$ cat src/hw/drd_pkg.sv
package drd_pkg;
    localparam int ADDR_W = 32;
    localparam int DATA_W = 32;
    localparam int WIN_OFF_W = 12;
    // component windows, base and last address
    localparam logic [31:0] PPB_BASE = 32'he000_0000;
    localparam logic [31:0] PPB_LAST = 32'he00f_ffff;
    localparam logic [31:0] SWT_BASE = 32'he000_0000;
    localparam logic [31:0] SWT_LAST = 32'he000_0fff;
    localparam logic [31:0] WTU_BASE = 32'he000_1000;
    localparam logic [31:0] WTU_LAST = 32'he000_1fff;
    localparam logic [31:0] PBU_BASE = 32'he000_2000;
    localparam logic [31:0] PBU_LAST = 32'he000_2fff;
    localparam logic [31:0] SCS_BASE = 32'he000_ed00;
    localparam logic [31:0] SCS_LAST = 32'he000_efff;
    localparam logic [31:0] SCB_BASE = 32'he000_ed00;
    localparam logic [31:0] SCB_LAST = 32'he000_ed8f;
    localparam logic [31:0] DCB_BASE = 32'he000_edf0;
    localparam logic [31:0] DCB_LAST = 32'he000_eeff;
    localparam logic [31:0] TPU_BASE = 32'he004_0000;
    localparam logic [31:0] TPU_LAST = 32'he004_0fff;
    localparam logic [31:0] ITU_BASE = 32'he004_1000;
    localparam logic [31:0] ITU_LAST = 32'he004_1fff;
    localparam logic [31:0] IDT_BASE = 32'he00f_f000;
    localparam logic [31:0] IDT_LAST = 32'he00f_ffff;
    // identification table entry offsets, word per component
    localparam logic [11:0] IDT_ENT_SWT = 12'h000;
    localparam logic [11:0] IDT_ENT_WTU = 12'h004;
    localparam logic [11:0] IDT_ENT_PBU = 12'h008;
    localparam logic [11:0] IDT_ENT_TPU = 12'h00c;
    localparam logic [11:0] IDT_ENT_ITU = 12'h010;
    localparam int PRESENT_BIT = 0;
    // selected target encoding
    typedef enum logic [3:0] {
        DRD_SEL_NONE,
        DRD_SEL_SWT,
        DRD_SEL_WTU,
        DRD_SEL_PBU,
        DRD_SEL_SCB,
        DRD_SEL_DCB,
        DRD_SEL_SCS,
        DRD_SEL_TPU,
        DRD_SEL_ITU,
        DRD_SEL_IDT
    } drd_sel_type;
endpackage : drd_pkg

$ cat src/hw/drd_decoder.sv
// Operation
// [RULE1] debug resources live in private peripheral region
// [RULE2] fixed 4KB windows, low bits as offset; the SCS window is E000ED00-E000EFFF here, with smaller SCB and DCB subblocks
// [RULE3] E0000000-E0000FFF selects sw trace unit
// [RULE4] E0001000-E0001FFF selects watch trace unit
// [RULE5] E0002000-E0002FFF selects patch break unit
// [RULE6] E000ED00-E000EFFF selects system control space
// [RULE7] ED00-ED8F decodes system control subblock
// [RULE8] EDF0-EEFF decodes debug control subblock
// [RULE9] E0040000-E0040FFF selects trace port unit
// [RULE10] shared trace port window stays reserved
// [RULE11] E0041000-E0041FFF selects instr trace unit
// [RULE12] E00FF000-E00FFFFF selects identification table
// [RULE13] table tells software which components exist
// [RULE14] debug port works running, halted, in reset
// [RULE15] halted processor reported as debug state; DEBUG_STATE stays low while CORE_IN_RESET
// [RULE16] sw trace writes never stall master
// [RULE17] trace exported through local or external sink
// [RULE18] optional components configured per implementation
// [RULE19] unmapped or absent windows select nothing
// [RULE20] table entry bit 0 shows presence
`timescale 1ns/1ps
`default_nettype none
module drd_decoder
    import drd_pkg::*;
#(
    parameter bit HAS_SWT = 1'b1,
    parameter bit HAS_WTU = 1'b1,
    parameter bit HAS_PBU = 1'b1,
    parameter bit HAS_TPU = 1'b1,
    parameter bit TPU_SHARED = 1'b0,
    parameter bit HAS_ITU = 1'b1
) (
    // clock and reset
    input wire logic CORE_CLK,
    input wire logic RESETN,
    // debug port master
    input wire logic DP_REQ,
    input wire logic DP_WRITE,
    input wire logic [drd_pkg::ADDR_W-1:0] DP_ADDR,
    input wire logic [drd_pkg::DATA_W-1:0] DP_WDATA,
    output logic DP_READY,
    output logic DP_ERR,
    output logic [drd_pkg::DATA_W-1:0] DP_RDATA,
    // processor bus master
    input wire logic CPU_REQ,
    input wire logic CPU_WRITE,
    input wire logic [drd_pkg::ADDR_W-1:0] CPU_ADDR,
    input wire logic [drd_pkg::DATA_W-1:0] CPU_WDATA,
    output logic CPU_READY,
    output logic CPU_ERR,
    output logic [drd_pkg::DATA_W-1:0] CPU_RDATA,
    // core status
    input wire logic CORE_HALTED,
    input wire logic CORE_IN_RESET,
    output logic DEBUG_STATE,
    // component side
    output logic [3:0] COMP_SEL,
    output logic COMP_VALID,
    output logic COMP_WRITE,
    output logic [drd_pkg::WIN_OFF_W-1:0] COMP_OFFSET,
    output logic [drd_pkg::DATA_W-1:0] COMP_WDATA,
    output logic COMP_FROM_DP,
    input wire logic COMP_READY,
    input wire logic [drd_pkg::DATA_W-1:0] COMP_RDATA,
    // trace sink routing
    output logic TRACE_TO_LOCAL
);
    import drd_pkg::*;

    function automatic logic in_win(input logic [31:0] a,
            input logic [31:0] lo, input logic [31:0] hi);
        in_win = (a >= lo) && (a <= hi);
    endfunction : in_win

    function automatic drd_sel_type decode(input logic [31:0] a);
        decode = DRD_SEL_NONE; // RULE19
        if (in_win(a, PPB_BASE, PPB_LAST)) begin // RULE1
            if (in_win(a, SWT_BASE, SWT_LAST) && HAS_SWT)
                decode = DRD_SEL_SWT; // RULE3
            else if (in_win(a, WTU_BASE, WTU_LAST) && HAS_WTU)
                decode = DRD_SEL_WTU; // RULE4
            else if (in_win(a, PBU_BASE, PBU_LAST) && HAS_PBU)
                decode = DRD_SEL_PBU; // RULE5
            else if (in_win(a, SCB_BASE, SCB_LAST))
                decode = DRD_SEL_SCB; // RULE7
            else if (in_win(a, DCB_BASE, DCB_LAST))
                decode = DRD_SEL_DCB; // RULE8
            else if (in_win(a, SCS_BASE, SCS_LAST))
                decode = DRD_SEL_SCS; // RULE6
            else if (in_win(a, TPU_BASE, TPU_LAST) && HAS_TPU
                    && !TPU_SHARED)
                decode = DRD_SEL_TPU; // RULE9 RULE10
            else if (in_win(a, ITU_BASE, ITU_LAST) && HAS_ITU)
                decode = DRD_SEL_ITU; // RULE11
            else if (in_win(a, IDT_BASE, IDT_LAST))
                decode = DRD_SEL_IDT; // RULE12
        end
    endfunction : decode

    function automatic logic [31:0] id_entry(input logic [11:0] off);
        id_entry = '0;
        unique case (off)
            IDT_ENT_SWT: id_entry[PRESENT_BIT] = HAS_SWT; // RULE20
            IDT_ENT_WTU: id_entry[PRESENT_BIT] = HAS_WTU;
            IDT_ENT_PBU: id_entry[PRESENT_BIT] = HAS_PBU;
            IDT_ENT_TPU: id_entry[PRESENT_BIT] = HAS_TPU && !TPU_SHARED;
            IDT_ENT_ITU: id_entry[PRESENT_BIT] = HAS_ITU;
            default: id_entry = '0;
        endcase
    endfunction : id_entry

    typedef enum logic [1:0] {
        ST_IDLE,
        ST_WAIT,
        ST_DONE
    } drd_state_type;

    drd_state_type state;
    logic owner_dp;
    logic write;
    logic [31:0] addr;
    logic [31:0] wdata;
    logic [31:0] rdata;
    logic err;
    drd_sel_type sel;
    drd_sel_type next_sel;
    logic posted;

    // debug port wins so it is never starved by the core; RULE14
    logic take_dp;
    logic take_any;
    logic [31:0] req_addr;
    assign take_dp = DP_REQ;
    assign take_any = DP_REQ || CPU_REQ;
    assign req_addr = take_dp ? DP_ADDR : CPU_ADDR;
    assign next_sel = decode(req_addr);

    // sw trace writes are posted, done the cycle after the wait state without component ready
    assign posted = (sel == DRD_SEL_SWT) && write; // RULE16

    always_ff @(posedge CORE_CLK or negedge RESETN) begin
        if (!RESETN) begin
            state <= ST_IDLE;
        end else begin
            unique case (state)
                ST_IDLE: if (take_any) state <= ST_WAIT;
                ST_WAIT: begin
                    if (sel == DRD_SEL_NONE || sel == DRD_SEL_IDT
                            || posted || COMP_READY)
                        state <= ST_DONE;
                end
                ST_DONE: state <= ST_IDLE;
            endcase
        end
    end

    always_ff @(posedge CORE_CLK or negedge RESETN) begin
        if (!RESETN) begin
            owner_dp <= 1'b0;
            write <= 1'b0;
            addr <= '0;
            wdata <= '0;
            sel <= DRD_SEL_NONE;
        end else if (state == ST_IDLE && take_any) begin
            owner_dp <= take_dp;
            write <= take_dp ? DP_WRITE : CPU_WRITE;
            addr <= req_addr;
            wdata <= take_dp ? DP_WDATA : CPU_WDATA;
            sel <= next_sel;
        end
    end

    always_ff @(posedge CORE_CLK or negedge RESETN) begin
        if (!RESETN) begin
            rdata <= '0;
            err <= 1'b0;
        end else if (state == ST_WAIT) begin
            err <= (sel == DRD_SEL_NONE); // RULE19
            if (write || sel == DRD_SEL_NONE)
                rdata <= '0;
            else if (sel == DRD_SEL_IDT)
                rdata <= id_entry(addr[WIN_OFF_W-1:0]); // RULE13
            else
                rdata <= COMP_RDATA;
        end
    end

    // component request stands while waiting
    always_comb begin
        COMP_VALID = (state == ST_WAIT) && sel != DRD_SEL_NONE
            && sel != DRD_SEL_IDT;
        COMP_SEL = sel;
        COMP_WRITE = write;
        COMP_OFFSET = addr[WIN_OFF_W-1:0]; // RULE2
        COMP_WDATA = wdata;
        COMP_FROM_DP = owner_dp;
    end

    // answers
    always_comb begin
        DP_READY = (state == ST_DONE) && owner_dp;
        CPU_READY = (state == ST_DONE) && !owner_dp;
        DP_ERR = DP_READY && err;
        CPU_ERR = CPU_READY && err;
        DP_RDATA = rdata;
        CPU_RDATA = rdata;
    end

    always_ff @(posedge CORE_CLK or negedge RESETN) begin
        if (!RESETN) begin
            DEBUG_STATE <= 1'b0;
        end else begin
            DEBUG_STATE <= CORE_HALTED && !CORE_IN_RESET; // RULE15
        end
    end

    always_ff @(posedge CORE_CLK or negedge RESETN) begin
        if (!RESETN) begin
            TRACE_TO_LOCAL <= 1'b0;
        end else begin
            TRACE_TO_LOCAL <= HAS_TPU && !TPU_SHARED; // RULE17 RULE18
        end
    end
endmodule : drd_decoder
`default_nettype wire

$ cat config.mk
export PLATFORM = sky130hd
export DESIGN_NAME = drd_decoder
export DESIGN_NICKNAME = d
export VERILOG_FILES = /design/src/hw/drd_pkg.sv /design/src/hw/drd_decoder.sv
export SDC_FILE = /design/constraint.sdc
export NUM_CORES = 1
export LEC_CHECK = 0
export ABC_AREA = 1
export BUFFER_PORTS_ARGS = -buffer_cell sky130_fd_sc_hd__buf_2
export CAP_MARGIN = 20
export CORE_AREA = 2 2 113 115
export DETAILED_ROUTE_END_ITERATION = 12
export DIE_AREA = 0 0 115 117
export GPL_TIMING_DRIVEN = 1
export PLACE_DENSITY = 0.73
export SLEW_MARGIN = 30
export SYNTH_ARGS = -nofsm -noshare
export SYNTH_HDL_FRONTEND = slang
export SYNTH_SLANG_ARGS = --single-unit
$ cat constraint.sdc
create_clock -name CORE_CLK -period 4.6 [get_ports CORE_CLK]
set_input_delay 0.46 -clock CORE_CLK [delete_from_list [all_inputs] [get_ports CORE_CLK]]
set_output_delay 0.46 -clock CORE_CLK [all_outputs]
set_load 0.005 [all_outputs]
==> impl_metrics.yaml <==
placement:
  gp_congestion: 0.8248
  io_buffers: 289
  hpwl_um: 10310
  dp_slack_ps: 1929
critical_path:
  r2r-start: "state[1]$_DFFE_PN0P_"
  r2r_setup_slack_ps: 2050
  crit_fanout: 75
  path_class: "reg -> reg"
  critPathMostFrequentCell: "inv_1"
  cp_cell_sequence: "inv_1 > ha_1 > inv_1 > a21oi_4 > buf_4 > inv_1 > nor2_1 > and3_1 > nand3_1 > nand2_1"
  cp.required_ps: 4870
  crit_family: "buffers and inverters"
  path_buf_inv: 4
  endpoint_kind: "register"
  critPathArrivalTime_ps: 2820
  critical_path.max_stage_delay_ps: 560
  rr_worst_depth: 10
  slowest_stage: "buf_4"
  start_kind: "register"
  path_depth: 10
  r2r-end: "COMP_SEL[2]$_DFFE_PN0P_"
detailed_routing:
  drt_iter0_markers: 272
  num_vias: 4760
  firstDrtPassIters: 5
  vias_per_cell: 4.882
  ant_nets: 0
  drc: 0
  wl_per_cell_um: 13.69
  finalWirelength_um: 13350
yosys:
  synth_compound_area_share_pct: 15.25
  syn_inst: 579
  yosys-top-cells-count: "nand2_1, dfrtp_1, nor2_1, a31oi_1, buf_4"
  avgSynthCellArea_um2: 8.177
  synth_nets: 752
  synth-edff-count: 0
  synthTopCellsByArea: "dfrtp_1, nand2_1, a32o_1"
  synth-seq-area-share_pct: 45.98
  synth_top_area_share_pct: 45.98
  synth_top_family_by_area: "simple AND/OR/NAND/NOR gates"
  syn_area_um2: 4735
  synth.area.mux_share_pct: 0.4228
  synth_simple_gate_area_share_pct: 25.53
  yosys_warnings: 0
  synth-seq-cells: 87
  yosys.cell_count.top_type: "nand2_1"
  ys_types: 36
  synth_xor_area_share_pct: 0
  yosys.area_share.adder_pct: 1.057
  synth_top_area_cell: "dfrtp_1"
  async_flop_share_pct: 100.0
  ys.flop_type: "dfrtp_1"
clock_tree:
  cts_tree: "yes"
  path_clk_slew_ps: 70
  hold_buffers: 0
  htree_levels: 3
  postCtsSetupBuffers: 0
  cts.sinks: 87
  clock_latency_ps: 340
  ctsResizeCount: 0
  clockBufferDepth: 2
  numCtsBuffers: 9
  ctsRootBufferMaster: "clkbuf_16"
sta:
  max_freq_mhz: 392.3
  finalCritPeriodShare_pct: 55.42
  rsz0062_at_grt: "false"
  clock_skew_ps: 9.926
  slew_headroom_pct: 41.17
  hold_violations: 0
  worstMarginPinSlew_ps: 877.0
  timing.hold.ws_ps: 72.28
  setup_violations: 0
  finalCriticalPeriod_ps: 2549
  report.final.slew_viol_count: 0
  setup_ws_ps: 2051
  setup_tns_ps: 0
floorplan:
  die_y_um: 117
  pin_count: 290
  die_w_um: 115
  row_count: 41
  start_util_pct: 38.46
  dieArea_um2: 13460
  core_area_um2: 12310
power:
  power_density_nw_per_um2: 445.9
  p_leak_nw: 3.494
  ir_worst_vdd_mv: 0.2220
global_routing:
  grt.total_usage_pct: 18.10
  overflow: 0
  grt_pass1_wl_um: 19150
  grt_pass1_vias: 3884
  antenna_found_initial: 0
  grt_max_degree: 76
finish:
  num_antenna_cells: 0
  area_growth_syn_to_layout_pct: 33.40
  drive_above_1_share_pct: 41.21
  nets: 993
flow_run:
  drv_cap: 0
min_path:
  hold_path.class: "in -> async"
outcome:
  status: "complete, no violations"
## metal layers
metal | wire length [um] | part of all wire [%] | vias to the layer above | track usage (%)
li1 | - | - | 2380 | -
met1 | 5565 | 42 | 2180 | 22.54
met2 | 6796 | 51 | 188 | 31.84
met3 | 786 | 5.9 | 12 | 3.141
met4 | 196 | 1.5 | 0 | 6.265
met5 | 0 | 0 | - | 0
## power by group
group / total [mW] / switching (mW) / internal (mW)
clock network: 0.747 / 0.315 / 0.432
registers: 1.12 / 0.140 / 0.983
logic: 0.946 / 0.556 / 0.390
total: 2.82 / 1.01 / 1.80
## worst register-to-register path, delay by kind of cell, from the launching register on
kind            cells  cell delay [ps]
fa+ha+maj           1              190
compound gates      1              100
flops               1              380
simple gates        4              540
buf+inv             4             1290
## final cells by class
class	instances	area, um2
fillers	1204	5996
flip-flops and latches	87	2177
multi-input cells	391	2017
repair buffers	294	1486
clock buffers	10	229.0
well taps	150	187.7
inverters	37	141.4
clock inverters	6	77.57
## through the flow
stage	area, um2	total power [mW]	util, %	cells
floorplan	4735	1.663	-	579
global placement	6010	2.083	48.81	959
detailed placement	6010	2.103	48.81	959
CTS	6316	2.856	51.30	975
global route	6316	3.030	51.30	975
finish	6316	2.816	51.30	975
## registers in the layout (all words and copies together), names as in the netlist
register	flops
COMP_WDATA	32
CPU_RDATA	32
addr	12
COMP_SEL	4
state	2
COMP_FROM_DP	1
COMP_WRITE	1
DEBUG_STATE	1
TRACE_TO_LOCAL	1
err	1
## cell families after synthesis
| kind of cell | after synthesis |
|---|---|
| other cells | 1 |
| flops | 87 |
| simple gates | 286 |
| mux | 2 |
| buf+inv | 101 |
| fa+ha+maj | 4 |
| compound gates | 98 |
## worst max-delay path by stage
stage | start | to
after floorplan | state[1]$_DFFE_PN0P_ | COMP_VALID
after global placement | DP_REQ | COMP_SEL[2]$_DFFE_PN0P_
after detailed placement | DP_REQ | COMP_SEL[2]$_DFFE_PN0P_
after CTS | state[1]$_DFFE_PN0P_ | COMP_SEL[2]$_DFFE_PN0P_
after global routing | state[1]$_DFFE_PN0P_ | COMP_SEL[2]$_DFFE_PN0P_
final | state[1]$_DFFE_PN0P_ | COMP_SEL[2]$_DFFE_PN0P_
## placed cells by master (no fill, tap or decap), drive strengths merged
cell type  count
a21oi          3
a31oi         39
a32o          32
and3           1
buf          294
bufinv         1
clkbuf        10
clkinv         3
clkinvlp       1
conb           1
dfrtp         87
ha             4
inv           38
mux2i          2
nand2        176
nand3         15
nand3b         1
nand4          8
nor2          73
nor3           8
nor4           1
o2111ai        1
o21ai         23
or2            3
No activity file was read; power rests on OpenSTA's default activity.
